[src/include/occ_defines.vh]
// console control constants: mode codes, switch codes, sequencer states, reset values
// assumes inclusion by bare name from the console control design file
`ifndef OCC_DEFINES_VH
`define OCC_DEFINES_VH
// mode select codes
`define OCC_MODE_SET_A 3'h0
`define OCC_MODE_SET_B 3'h1
`define OCC_MODE_SET_C 3'h2
`define OCC_MODE_PROG_RUN 3'h3
`define OCC_MODE_SET_P 3'h4
`define OCC_MODE_DISP_MEM 3'h5
`define OCC_MODE_INS_MEM 3'h6
// buzzer switch codes
`define OCC_BUZ_UP 2'h0
`define OCC_BUZ_CENTER 2'h1
`define OCC_BUZ_DOWN 2'h2
// insert switch position codes, two bits per switch
`define OCC_SW_CENTER 2'h0
// console sequencer states
`define OCC_ST_IDLE 3'h0
`define OCC_ST_STEP 3'h1
`define OCC_ST_WRITE 3'h2
`define OCC_ST_READ 3'h3
`define OCC_ST_CMP 3'h4
// reset values
`define OCC_WORD_RST 18'h00000
`define OCC_IDX_RST 7'h00
`define OCC_ADDR_RST 15'h0000
`endif

[src/rtl/occ_console.v]
// operator console control: switches and buttons steer run/halt, register
// loading, memory display/insert with read-back compare and resets.
// assumes switch and button pins are asynchronous and bounce-free; memory
// drives read data while mem_rd stands, taken at the edge that ends it.
`timescale 1ns/1ns
`include "occ_defines.vh"

// Behaviour
// - while the location-counter count-inhibit switch is on the counter holds, except that display steps still advance it.
// - while the second-counter count-inhibit switch is on that counter holds.
// - with halt disable on every halt condition is ignored, else it halts.
// - program position forces run on and ignores both inhibits and halts.
// - in manual position any halt condition halts the processor unless halt disable is on.
// - buzzer switch up silences, center lets it sound, down prevents it.
// - an insert switch reads one when up or down and zero when centered.
// - manual load starts the bootstrap load only in program run mode.
// - run starts continuous operation only in program run, display or insert.
// - single cycle halts a running machine, then each press does one step.
// - master reset clears every register and counter; run is set to the program switch position.
// - register-set modes load the insert switches into the chosen register.
// - display shows the word at the location counter, a mismatch halts.
// - insert memory writes, reads back and on mismatch halts and buzzes.
// - each display step advances the location counter by one.
module occ_console #(
  parameter W = 18,
  parameter AW = 15,
  parameter CW = 7
) (
  input wire mclk,
  input wire rst,
  input wire [2*W-1:0] insert_sw,
  input wire [2:0] mode_sel,
  input wire [1:0] buzzer_sw,
  input wire program_sw,
  input wire inhibit_loc_sw,
  input wire inhibit_q_sw,
  input wire halt_dis_sw,
  input wire load_btn,
  input wire run_btn,
  input wire step_btn,
  input wire master_rst_btn,
  input wire rst_a_btn,
  input wire rst_b_btn,
  input wire rst_c_btn,
  input wire rst_loc_btn,
  input wire rst_m_btn,
  input wire rst_y_btn,
  input wire cpu_halt_req,
  input wire cpu_loc_step,
  input wire cpu_q_step,
  input wire [W-1:0] mem_rdata,
  output reg run_reg,
  output reg boot_start_reg,
  output reg instr_step_reg,
  output reg buzzer_reg,
  output reg [W-1:0] a_reg,
  output reg [W-1:0] b_reg,
  output reg [CW-1:0] c_reg,
  output reg [AW-1:0] loc_reg,
  output reg [AW-1:0] q_reg,
  output reg [W-1:0] m_reg,
  output reg [W-1:0] y_reg,
  output reg mem_rd_reg,
  output reg mem_wr_reg,
  output reg [W-1:0] mem_wdata_reg,
  output reg mismatch_reg,
  output reg clear_all_reg
);

  localparam NB = 11;

  // three-stage synchronisers for every asynchronous pin bit
  wire [NB-1:0] btn_raw;
  reg [NB-1:0] s1_reg;
  reg [NB-1:0] s2_reg;
  reg [NB-1:0] s3_reg;
  reg [NB-1:0] btn_lvl_reg;
  wire [NB-1:0] press;
  reg [2*W-1:0] sw1_reg;
  reg [2*W-1:0] sw2_reg;
  reg [2*W-1:0] sw3_reg;
  reg [2*W-1:0] sw_lvl_reg;
  reg [8:0] lv1_reg;
  reg [8:0] lv2_reg;
  reg [8:0] lv3_reg;
  reg [8:0] lv_reg;
  wire [8:0] lv_raw;
  wire [2:0] mode;
  wire [1:0] buz;
  wire prog_pos;
  wire inh_loc;
  wire inh_q;
  wire halt_dis;
  wire [W-1:0] ins_val;
  reg [2:0] st_reg;
  reg [2:0] st_next;
  reg buz_latch_reg;
  reg loc_adv;
  wire halt_now;
  wire step_ok;
  genvar gi;

  assign btn_raw = {rst_y_btn, rst_m_btn, rst_loc_btn, rst_c_btn, rst_b_btn,
    rst_a_btn, master_rst_btn, step_btn, run_btn, load_btn, cpu_halt_req};
  assign lv_raw = {halt_dis_sw, inhibit_q_sw, inhibit_loc_sw, program_sw,
    buzzer_sw, mode_sel};

  // change accepted only when stages two and three agree
  always @(posedge mclk or posedge rst) begin
    if (rst) begin
      s1_reg <= {NB{1'b0}};
      s2_reg <= {NB{1'b0}};
      s3_reg <= {NB{1'b0}};
      btn_lvl_reg <= {NB{1'b0}};
      sw1_reg <= {2*W{1'b0}};
      sw2_reg <= {2*W{1'b0}};
      sw3_reg <= {2*W{1'b0}};
      sw_lvl_reg <= {2*W{1'b0}};
      lv1_reg <= 9'h000;
      lv2_reg <= 9'h000;
      lv3_reg <= 9'h000;
      lv_reg <= 9'h000;
    end else begin
      s1_reg <= btn_raw;
      s2_reg <= s1_reg;
      s3_reg <= s2_reg;
      btn_lvl_reg <= (s2_reg & s3_reg) | (btn_lvl_reg & (s2_reg | s3_reg));
      sw1_reg <= insert_sw;
      sw2_reg <= sw1_reg;
      sw3_reg <= sw2_reg;
      sw_lvl_reg <= (sw2_reg & sw3_reg) | (sw_lvl_reg & (sw2_reg | sw3_reg));
      lv1_reg <= lv_raw;
      lv2_reg <= lv1_reg;
      lv3_reg <= lv2_reg;
      lv_reg <= (lv2_reg & lv3_reg) | (lv_reg & (lv2_reg | lv3_reg));
    end
  end

  // a press is the rising edge of the filtered level, one cycle long;
  // bit 0 is the halt condition, used as a level and never as a press
  reg [NB-1:0] prev_lvl_reg;
  assign press = {btn_lvl_reg[NB-1:1] & ~prev_lvl_reg[NB-1:1], 1'b0};
  always @(posedge mclk or posedge rst) begin
    if (rst) begin
      prev_lvl_reg <= {NB{1'b0}};
    end else begin
      prev_lvl_reg <= btn_lvl_reg;
    end
  end

  assign mode = lv_reg[2:0];
  assign buz = lv_reg[4:3];
  assign prog_pos = lv_reg[5];
  assign inh_loc = lv_reg[6] & ~prog_pos;
  assign inh_q = lv_reg[7] & ~prog_pos;
  assign halt_dis = lv_reg[8];

  // each insert switch is one when up or down, zero when centered
  generate
    for (gi = 0; gi < W; gi = gi + 1) begin : g_ins
      assign ins_val[gi] = (sw_lvl_reg[2*gi+1:2*gi] != `OCC_SW_CENTER);
    end
  endgenerate

  // program position masks halts; manual honours them unless disabled
  assign halt_now = (btn_lvl_reg[0] | mismatch_reg) & ~halt_dis
    & ~prog_pos;
  assign step_ok = press[3] & ~run_reg;

  // console memory sequencer
  always @* begin
    st_next = st_reg;
    case (st_reg)
      `OCC_ST_IDLE: begin
        if (step_ok && mode == `OCC_MODE_DISP_MEM) begin
          st_next = `OCC_ST_READ;
        end else if (step_ok && mode == `OCC_MODE_INS_MEM) begin
          st_next = `OCC_ST_WRITE;
        end
      end
      `OCC_ST_WRITE: st_next = `OCC_ST_READ;
      `OCC_ST_READ: st_next = `OCC_ST_CMP;
      `OCC_ST_CMP: st_next = `OCC_ST_IDLE;
      default: st_next = `OCC_ST_IDLE;
    endcase
  end

  always @* begin
    loc_adv = (st_reg == `OCC_ST_CMP) && (mode == `OCC_MODE_DISP_MEM);
  end

  // run control, console steps and registers
  always @(posedge mclk or posedge rst) begin
    if (rst) begin
      st_reg <= `OCC_ST_IDLE;
      run_reg <= 1'b0;
      boot_start_reg <= 1'b0;
      instr_step_reg <= 1'b0;
      buzzer_reg <= 1'b0;
      buz_latch_reg <= 1'b0;
      a_reg <= `OCC_WORD_RST;
      b_reg <= `OCC_WORD_RST;
      c_reg <= `OCC_IDX_RST;
      loc_reg <= `OCC_ADDR_RST;
      q_reg <= `OCC_ADDR_RST;
      m_reg <= `OCC_WORD_RST;
      y_reg <= `OCC_WORD_RST;
      mem_rd_reg <= 1'b0;
      mem_wr_reg <= 1'b0;
      mem_wdata_reg <= `OCC_WORD_RST;
      mismatch_reg <= 1'b0;
      clear_all_reg <= 1'b0;
    end else if (press[4]) begin
      // master reset wipes console state in one cycle; run takes the program position
      st_reg <= `OCC_ST_IDLE;
      run_reg <= prog_pos;
      boot_start_reg <= 1'b0;
      instr_step_reg <= 1'b0;
      buzzer_reg <= 1'b0;
      buz_latch_reg <= 1'b0;
      a_reg <= `OCC_WORD_RST;
      b_reg <= `OCC_WORD_RST;
      c_reg <= `OCC_IDX_RST;
      loc_reg <= `OCC_ADDR_RST;
      q_reg <= `OCC_ADDR_RST;
      m_reg <= `OCC_WORD_RST;
      y_reg <= `OCC_WORD_RST;
      mem_rd_reg <= 1'b0;
      mem_wr_reg <= 1'b0;
      mem_wdata_reg <= `OCC_WORD_RST;
      mismatch_reg <= 1'b0;
      clear_all_reg <= 1'b1;
    end else begin
      st_reg <= st_next;
      clear_all_reg <= 1'b0;
      boot_start_reg <= press[1] && mode == `OCC_MODE_PROG_RUN;
      instr_step_reg <= step_ok && mode == `OCC_MODE_PROG_RUN;
      mem_wr_reg <= st_next == `OCC_ST_WRITE;
      mem_rd_reg <= st_next == `OCC_ST_READ;
      // run flip-flop: program lock, then step halt and halt conditions, then run
      if (prog_pos) begin
        run_reg <= 1'b1;
      end else if (press[3] || halt_now) begin
        run_reg <= 1'b0;
      end else if (press[2] && (mode == `OCC_MODE_PROG_RUN ||
          mode == `OCC_MODE_DISP_MEM || mode == `OCC_MODE_INS_MEM)) begin
        run_reg <= 1'b1;
      end
      // register-set modes take the insert value on a step press
      if (step_ok && mode == `OCC_MODE_SET_A) begin
        a_reg <= ins_val;
      end else if (press[5]) begin
        a_reg <= `OCC_WORD_RST;
      end
      if (step_ok && mode == `OCC_MODE_SET_B) begin
        b_reg <= ins_val;
      end else if (press[6]) begin
        b_reg <= `OCC_WORD_RST;
      end
      if (step_ok && mode == `OCC_MODE_SET_C) begin
        c_reg <= ins_val[CW-1:0];
      end else if (press[7]) begin
        c_reg <= `OCC_IDX_RST;
      end
      if (step_ok && mode == `OCC_MODE_SET_P) begin
        loc_reg <= ins_val[AW-1:0];
      end else if (press[8]) begin
        loc_reg <= `OCC_ADDR_RST;
      end else if (loc_adv || (cpu_loc_step && run_reg && !inh_loc)) begin
        loc_reg <= loc_reg + {{(AW-1){1'b0}}, 1'b1};
      end
      if (cpu_q_step && run_reg && !inh_q) begin
        q_reg <= q_reg + {{(AW-1){1'b0}}, 1'b1};
      end
      if (st_next == `OCC_ST_WRITE) begin
        mem_wdata_reg <= ins_val;
      end
      // read-back word lands in m, compare one cycle later
      if (st_reg == `OCC_ST_READ) begin
        m_reg <= mem_rdata;
      end else if (press[9]) begin
        m_reg <= `OCC_WORD_RST;
      end
      if (press[10]) begin
        y_reg <= `OCC_WORD_RST;
      end
      // mismatch holds until the next console step clears it
      if (st_reg == `OCC_ST_CMP && m_reg != ins_val) begin
        mismatch_reg <= 1'b1;
      end else if (step_ok) begin
        mismatch_reg <= 1'b0;
      end
      if (st_reg == `OCC_ST_CMP && m_reg != ins_val &&
          mode == `OCC_MODE_INS_MEM) begin
        buz_latch_reg <= 1'b1;
      end else if (buz == `OCC_BUZ_UP) begin
        buz_latch_reg <= 1'b0;
      end
      buzzer_reg <= buz_latch_reg && buz == `OCC_BUZ_CENTER;
    end
  end

endmodule

[config.mk]
export PLATFORM = sky130hd
export DESIGN_NAME = occ_console
export DESIGN_NICKNAME = d
export VERILOG_FILES = /design/src/rtl/occ_console.v
export VERILOG_INCLUDE_DIRS = /design/src /design/src/include
export SDC_FILE = /design/constraint.sdc
export NUM_CORES = 1
export LEC_CHECK = 0
export BUFFER_PORTS_ARGS = -buffer_cell sky130_fd_sc_hd__clkbuf_2
export CORE_ASPECT_RATIO = 1.5
export CORE_MARGIN = 5
export CORE_UTILIZATION = 55
export CTS_CLUSTER_DIAMETER = 120
export CTS_CLUSTER_SIZE = 12
export DETAILED_ROUTE_END_ITERATION = 8
export GPL_ROUTABILITY_DRIVEN = 0
export PLACE_DENSITY = 0.76
export REMOVE_ABC_BUFFERS = 1
export SLEW_MARGIN = 20
export SYNTH_ARGS = -nofsm -noshare
export SYNTH_HDL_FRONTEND = slang
export SYNTH_SLANG_ARGS = --single-unit
[constraint.sdc]
create_clock -name mclk -period 36.6 [get_ports mclk]
set_clock_uncertainty 0.2 [all_clocks]
set_input_delay 5.49 -clock mclk [delete_from_list [all_inputs] [get_ports mclk]]
set_output_delay 5.49 -clock mclk [all_outputs]
set_load 0.03 [all_outputs]
# Yosys cells after proc, flatten, opt, wreduce, memory -nomap -nowiden
# Index checks and enable logic that the tools add are counted.
[classes]
add_sub_neg = 2
n_eq_ne = 13
n_mux = 42
bitwise = 23
reduce_logical = 55
[ops]
columns = ["operator", "n"]
rows = [
  ["18-bit two-way mux", 13],
  ["15-bit two-way mux", 6],
  ["36-bit AND", 2],
  ["36-bit OR", 2],
  ["2-bit nonzero test", 21],
  ["15-bit by 1-bit adder with 15-bit output (second input constant)", 2],
  ["11-bit AND", 2],
  ["11-bit OR", 2],
  ["7-bit two-way mux", 3],
  ["9-bit AND", 2],
  ["3-bit by 2-bit equality test with 1-bit output (second input constant)", 6],
  ["18-bit != test", 1],
  ["9-bit OR", 2],
  ["3-bit nonzero test", 6],
  ["1-bit logical AND", 17],
  ["1-bit two-way mux", 16],
  ["3-bit equality test (second input constant)", 4],
  ["10-bit AND", 1],
  ["10-bit NOT", 1],
  ["3-bit two-way mux", 3],
  ["3-bit case mux with 3 select lines", 1],
  ["4-bit nonzero test", 2],
  ["3-bit zero test", 2],
  ["1-bit AND", 5],
  ["7 further kinds", 13],
]
[totals]
reg_bits = 374
input_bits = 78
out_inout_bits = 135
elab_cells = 166

# Depth between registers and ports, before layout
# Gate-level depths: netlist (run 1).
[logic_depth]
depth_word = 10
mapped_depth = 8
depth_no_buf = 6

# Least setup slack after synthesis (run 1)
# No wires, ideal clock.
[synth_path]
path_type = "input to register"
from = "input cpu_q_step"
to = "register q_reg[12]"
arrival_time_ns = 6.515
required_ns = 36.268
slack_ns = 29.753
path_stages = 5
cell_sequence = "nand2_1 or4_1 nor3_1 xnor2_1 nor2_1"
[synth_between]
elab_chain_len = 3
[synth_lines]
columns = ["item", "line", "source"]
rows = [
  ["start: declaration", "occ_console.v:50", "input wire cpu_q_step,"],
  ["1-bit logical AND (2 in series)", "occ_console.v:272", "if (cpu_q_step && run_reg && !inh_q) begin"],
  ["2-bit nonzero test (no line)", "-", ""],
  ["end signal: assignment", "occ_console.v:205", "q_reg <= `OCC_ADDR_RST;"],
  ["end signal: assignment", "occ_console.v:225", "q_reg <= `OCC_ADDR_RST;"],
  ["end signal: assignment", "occ_console.v:273", "q_reg <= q_reg + {{(AW-1){1'b0}}, 1'b1};"],
  ["end: declaration", "occ_console.v:60", "output reg [AW-1:0] q_reg,"],
]
# No other way between the ends.
# A chain may end at the register's enable or synchronous reset.

==> impl_metrics.ini, run 1 <==
[pwr]
seqPwrFrac = 0.525
ir_drop_v = 0.0000426
clkPwrFrac = 0.378
intPower_uw = 609
switching_power_uw = 205
powerDensity_nw_per_um2 = 57.5
total_leakage_power_nw = 6.62
p_sw_frac = 0.252
p_comb_frac = 0.097

[route]
drt_pass1_iterations = 4
drtIter0Drc = 384
antenna_left = 0
vias = 7398
wl_per_cell_um = 19.9
viasPerCell = 5.53
wirelength_um = 26600
drc = 0

[timing]
min_period_over_period = 0.204
hold_viol = 0
rsz0062_at_grt = false
tightest_slew_ps = 917
finalSetupViolCount = 0
slew_viol_final = 0
timing.fmax_mhz = 134
timing.slew.headroom = 0.383
fin_crit_ps = 7470
setup-tns-final_ps = 0

[clock_tree]
ctsHtreeMaxLevel = 2
clk_pin_slew_ps = 60
cts_hold_buf = 0
cts_tree = done
postCtsSetupRepairBufs = 0
clock_sinks = 350
clockBufferDepth = 3
insertion_delay_ps = 500
cts_resized = 0
root_buffer = clkbuf_16
cts_buffers = 35

[critical_path]
crit_path_end_kind = asynchronous set/reset pin
path_cells = clkbuf_2, inv_8, buf_4, buf_6
slowest_stage = buf_4
slowest_delay_ps = 810
cp_num_buf_inv = 4
cp-start-kind = input pin
critical_path.top_delay_family = buffers and inverters
crit_fanout = 136
cp.arrival_ps = 7810
path_class = in -> async
cp.required_ps = 36940

[finish]
nNetsFinal = 1143
drive_gt1_frac = 0.242
syn2layout_area_growth_pct = 17.8
fin_cells = 1339

[logic_synthesis]
post-synth-top-area-cell = dfrtp_1
synth_top_area_frac = 0.730
ys.flop_type = dfrtp_1
ys_async_sr_fraction = 1.00
synth-edff-count = 0
synth_cell_types = 61
postSynthCellCount = 851
ys_ff_latch = 350
syn_area_um2 = 12000
synth_area_leaders = dfrtp_1 73%, maj3_1 4.6%, nor2_1 2.4%, a22o_1 2.4%, xnor2_1 2.0%
avgSynthCellArea_um2 = 14.1
yosysMostFrequentCell = dfrtp_1
ys_warn_count = 0
ys_seq_area_frac = 0.730
ys_top_cells_by_count = 350 x dfrtp_1, 78 x nor2_1, 55 x maj3_1

[global_routing]
antenna_found_initial = 3
grt_max_degree = 137
grt.overflow.total = 0
grt_pass1_vias = 7708
grt_pass1_wl_um = 41400
grtUsageTotal = 0.217

[place]
portBuffers = 193
place_hpwl_um = 18200
numPlacedInstances = 1298

[floorplan]
ioPinCount = 213
start_util = 0.555
die_h_um = 191
rows = 66
die_w_um = 131
coreArea_um2 = 21600
dieArea_um2 = 24900

[worst_hold_path]
hp-class = reg -> reg

[run_status]
status = complete, no violations

[run]
drv_cap = 0
-- path summary, 6_finish.rpt --
kind | from | end | slack [ps] | cells after the start
min in group asynchronous | rst | sw1_reg[21] | 4980 | 2
max in group mclk | run_reg | run_reg | 29600 | 1
max reg2reg | prev_lvl_reg[4] | loc_reg[6] | 33260 | 7
max | rst | sw2_reg[6] | 29130 | 4
min reg2reg | lv1_reg[0] | lv2_reg[0] | 140 | 0
min | lv1_reg[0] | lv2_reg[0] | 140 | 0
-- metrics by stage --
stage               setup slack [ps]  hold slack (ps)  utilization  total power, mW  instance area, um2
floorplan                      21200              131            -            0.482               11800
global placement               28160              132        0.610            0.510               13200
detailed placement             28110              135        0.610            0.513               13200
finish                         29130              142        0.654            0.814               14100
global route                   28660              151        0.654            0.848               14100
CTS                            28650              146        0.653            0.823               14100
-- cell type report --
type,instances,area [um2]
flip-flops and latches,350,8760
clock inverters,3,36.3
repair buffers,202,1040
clock buffers,36,901
diodes,2,5.00
fillers,1621,7490
well taps,272,340
inverters,10,45.0
multi-input cells,464,3020
-- power by group through the flow --
stage	sequential [mW]	clock [mW]	combinational (mW)
final	0.427	0.308	0.0786
after global placement	0.433	0	0.0777
after CTS	0.427	0.316	0.0796
after floorplan	0.443	0	0.0395
after global routing	0.430	0.333	0.0859
after detailed placement	0.434	0	0.0792
-- routing by layer --
metal	vias to the layer above	wire, um	GRT usage
li1	3342	-	-
met1	3727	10300	0.280
met2	259	13600	0.361
met3	68	1600	0.0414
met4	2	1080	0.0875
met5	-	13	0
-- placed cells by master, fill, tap and decap left out, types with 3 or more instances in the layout --
master / synthesis / routed
dfrtp_1: 350 / 350
clkbuf_2: 1 / 193
nor2_1: 78 / 78
maj3_1: 55 / 55
nand2_1: 50 / 50
clkbuf_16: 0 / 36
a22o_1: 33 / 33
o21ai_0: 31 / 31
xnor2_1: 27 / 27
conb_1: 1 / 18
nand3_1: 17 / 17
a211oi_1: 17 / 17
nor3_1: 13 / 13
a21oi_1: 12 / 12
a31oi_1: 12 / 12
nand4_1: 10 / 10
nor4_1: 9 / 9
inv_1: 9 / 8
xor2_1: 8 / 8
buf_4: 18 / 8
nand2b_1: 6 / 6
or3_1: 6 / 6
nor2b_1: 5 / 5
nor3_4: 3 / 3
nor3_2: 3 / 3
o21ai_1: 3 / 3
nor3b_1: 3 / 3
o21bai_1: 3 / 3
o31ai_1: 3 / 3
a211o_1: 3 / 3
o31ai_2: 3 / 3
-- logic make-up after synthesis --
family | after synthesis | synth area share
other | 1 | 0.000312
DFF | 350 | 0.730
muxes | 1 | 0.000834
xor gates and xnor gates | 35 | 0.0255
adders and majority gates | 57 | 0.0479
and+or+nand+nor | 217 | 0.0896
AOI/OAI and AO/OA | 136 | 0.0820
buffers and inverters | 54 | 0.0242
Note: power is estimated with default switching activity, not from simulation.
==> inputs of run 2 (changes only) <==
==> constraint.sdc (replaced) <==
create_clock -name mclk -period 7.4 [get_ports mclk]
set_clock_uncertainty 0.2 [all_clocks]
set_input_delay 1.11 -clock mclk [delete_from_list [all_inputs] [get_ports mclk]]
set_output_delay 1.11 -clock mclk [all_outputs]
set_load 0.03 [all_outputs]
==> run 2 against run 1 <==
Non-clock buffer count fell by 1. First-iteration DRC count rose by 9.6%. Routed wire length fell by 0.87%. Worst setup slack got worse by 24000 ps. Flip-flop and latch count did not move. Highest routed layer is now met4.
==> impl_metrics.ini, run 2 (synthesized netlist as in run 1, its figures left out) <==
[run_status]
status = complete, no violations

[floorplan]
start_util = 0.555
die_w_um = 131
rows = 66
ioPinCount = 213
die_h_um = 191
coreArea_um2 = 21600
dieArea_um2 = 24900

[critical_path]
cp_num_buf_inv = 0
cp-start-kind = register
path_class = reg -> reg
slowest_delay_ps = 790
critical_path.top_delay_family = simple AND/OR/NAND/NOR gates
crit_path_end_kind = register
crit_fanout = 4
path_cells = nor2_1, xnor2_1, nor4_1, a31oi_1, or3_1
slowest_stage = nor4_1
cp.required_ps = 7570
cp.arrival_ps = 2930

[route]
wl_per_cell_um = 19.7
drc = 0
vias = 7342
wirelength_um = 26400
antenna_left = 0
drt_pass1_iterations = 5
drtIter0Drc = 421
viasPerCell = 5.49

[finish]
drive_gt1_frac = 0.242
syn2layout_area_growth_pct = 17.8
final_cell_mix = 350 x dfrtp_1, 193 x clkbuf_2, 78 x nor2_1
regArea_um2 = 8760
multi_input_area_um2 = 3020
final_common_cell = dfrtp_1
nNetsFinal = 1142
fill_cells = 1582

[global_routing]
grtUsageTotal = 0.216
antenna_found_initial = 1
grt_max_degree = 147
use_met1 = 0.279
grt.overflow.total = 0
grtUsageMet3 = 0.0478
grt_pass1_vias = 7637
busiest_layer = met2
grt_pass1_wl_um = 41500
use_met2 = 0.361

[clock_tree]
clock_sinks = 350
root_buffer = clkbuf_16
insertion_delay_ps = 510
cts_tree = done
ctsHtreeMaxLevel = 2
cts_buffers = 35
cts_hold_buf = 0
cts_resized = 0
clk_pin_slew_ps = 60
postCtsSetupRepairBufs = 0
clockBufferDepth = 3

[pwr]
powerDensity_nw_per_um2 = 285
ir_drop_v = 0.000207
total_leakage_power_nw = 6.62
total_power_mw = 4.03

[timing]
timing.slew.headroom = 0.360
setup-tns-final_ps = 0
min_period_over_period = 0.374
slew_viol_final = 0
rsz0062_at_grt = false
tightest_slew_ps = 960
fin_crit_ps = 2770
timing.fmax_mhz = 362
whs_ps = 137
finalSetupViolCount = 0
hold_viol = 0

[run]
drv_cap = 0

[place]
portBuffers = 193
place_hpwl_um = 18100

[worst_hold_path]
hp-class = reg -> reg
run 2: changes by cell type in the layout (fill, tap and decap cells not counted):
| cell | before | now |
|---|---|---|
| buf_12 | 0 | 1 |
| buf_4 | 8 | 6 |
| diode_2 | 2 | 1 |
run 2: metal layers:
metal  wire [um]  vias to the layer above  share of wire
li1            -                     3345              -
met1       10300                     3668           0.39
met2       13500                      267           0.51
met3        1660                       62          0.063
met4         923                        0          0.035
met5           0                        -              0
run 2: worst reg2reg max path, stage by stage (launching register included):
cell     delay [ps]
dfrtp_1         390
nor2_1          550
xnor2_1         150
nor4_1          790
a31oi_1         170
or3_1           390
run 2: stage by stage:
stage / util / cell area, um2 / setup WS (ps) / instances
2_1_floorplan: - / 11800 / -3620 / 824
3_3_place_gp: 0.610 / 13200 / 4210 / 1297
3_5_place_dp: 0.610 / 13200 / 4170 / 1297
4_1_cts: 0.654 / 14100 / 4560 / 1336
5_1_grt: 0.654 / 14100 / 4530 / 1337
6_report: 0.654 / 14100 / 4630 / 1337
run 2: final cells by class:
type	count	area share
inverters	10	0.00318
diodes	1	0.000177
clock inverters	3	0.00257
clock buffers	36	0.0637
well taps	272	0.0241
multi-input cells	464	0.214
repair buffers	201	0.0737
flip-flops and latches	350	0.619
run 2: power by group:
part / switching [mW] / leakage (nW) / internal (mW) / total, mW
clock network: 0.662 / 0.461 / 0.865 / 1.53
logic: 0.271 / 1.82 / 0.118 / 0.389
registers: 0.0827 / 4.35 / 2.03 / 2.11
total: 1.02 / 6.62 / 3.01 / 4.03
run 2: path summary, 6_finish.rpt:
path | start | to | slack (ps) | depth (start not counted)
max | sw_lvl_reg[18] | buz_latch_reg | 4630 | 5
min | sw1_reg[7] | sw2_reg[7] | 140 | 0
max reg2reg | sw_lvl_reg[18] | buz_latch_reg | 4630 | 5
min reg2reg | sw1_reg[7] | sw2_reg[7] | 140 | 0
max in group asynchronous | rst | c_reg[6] | 5090 | 3
min in group asynchronous | rst | sw1_reg[16] | 610 | 2
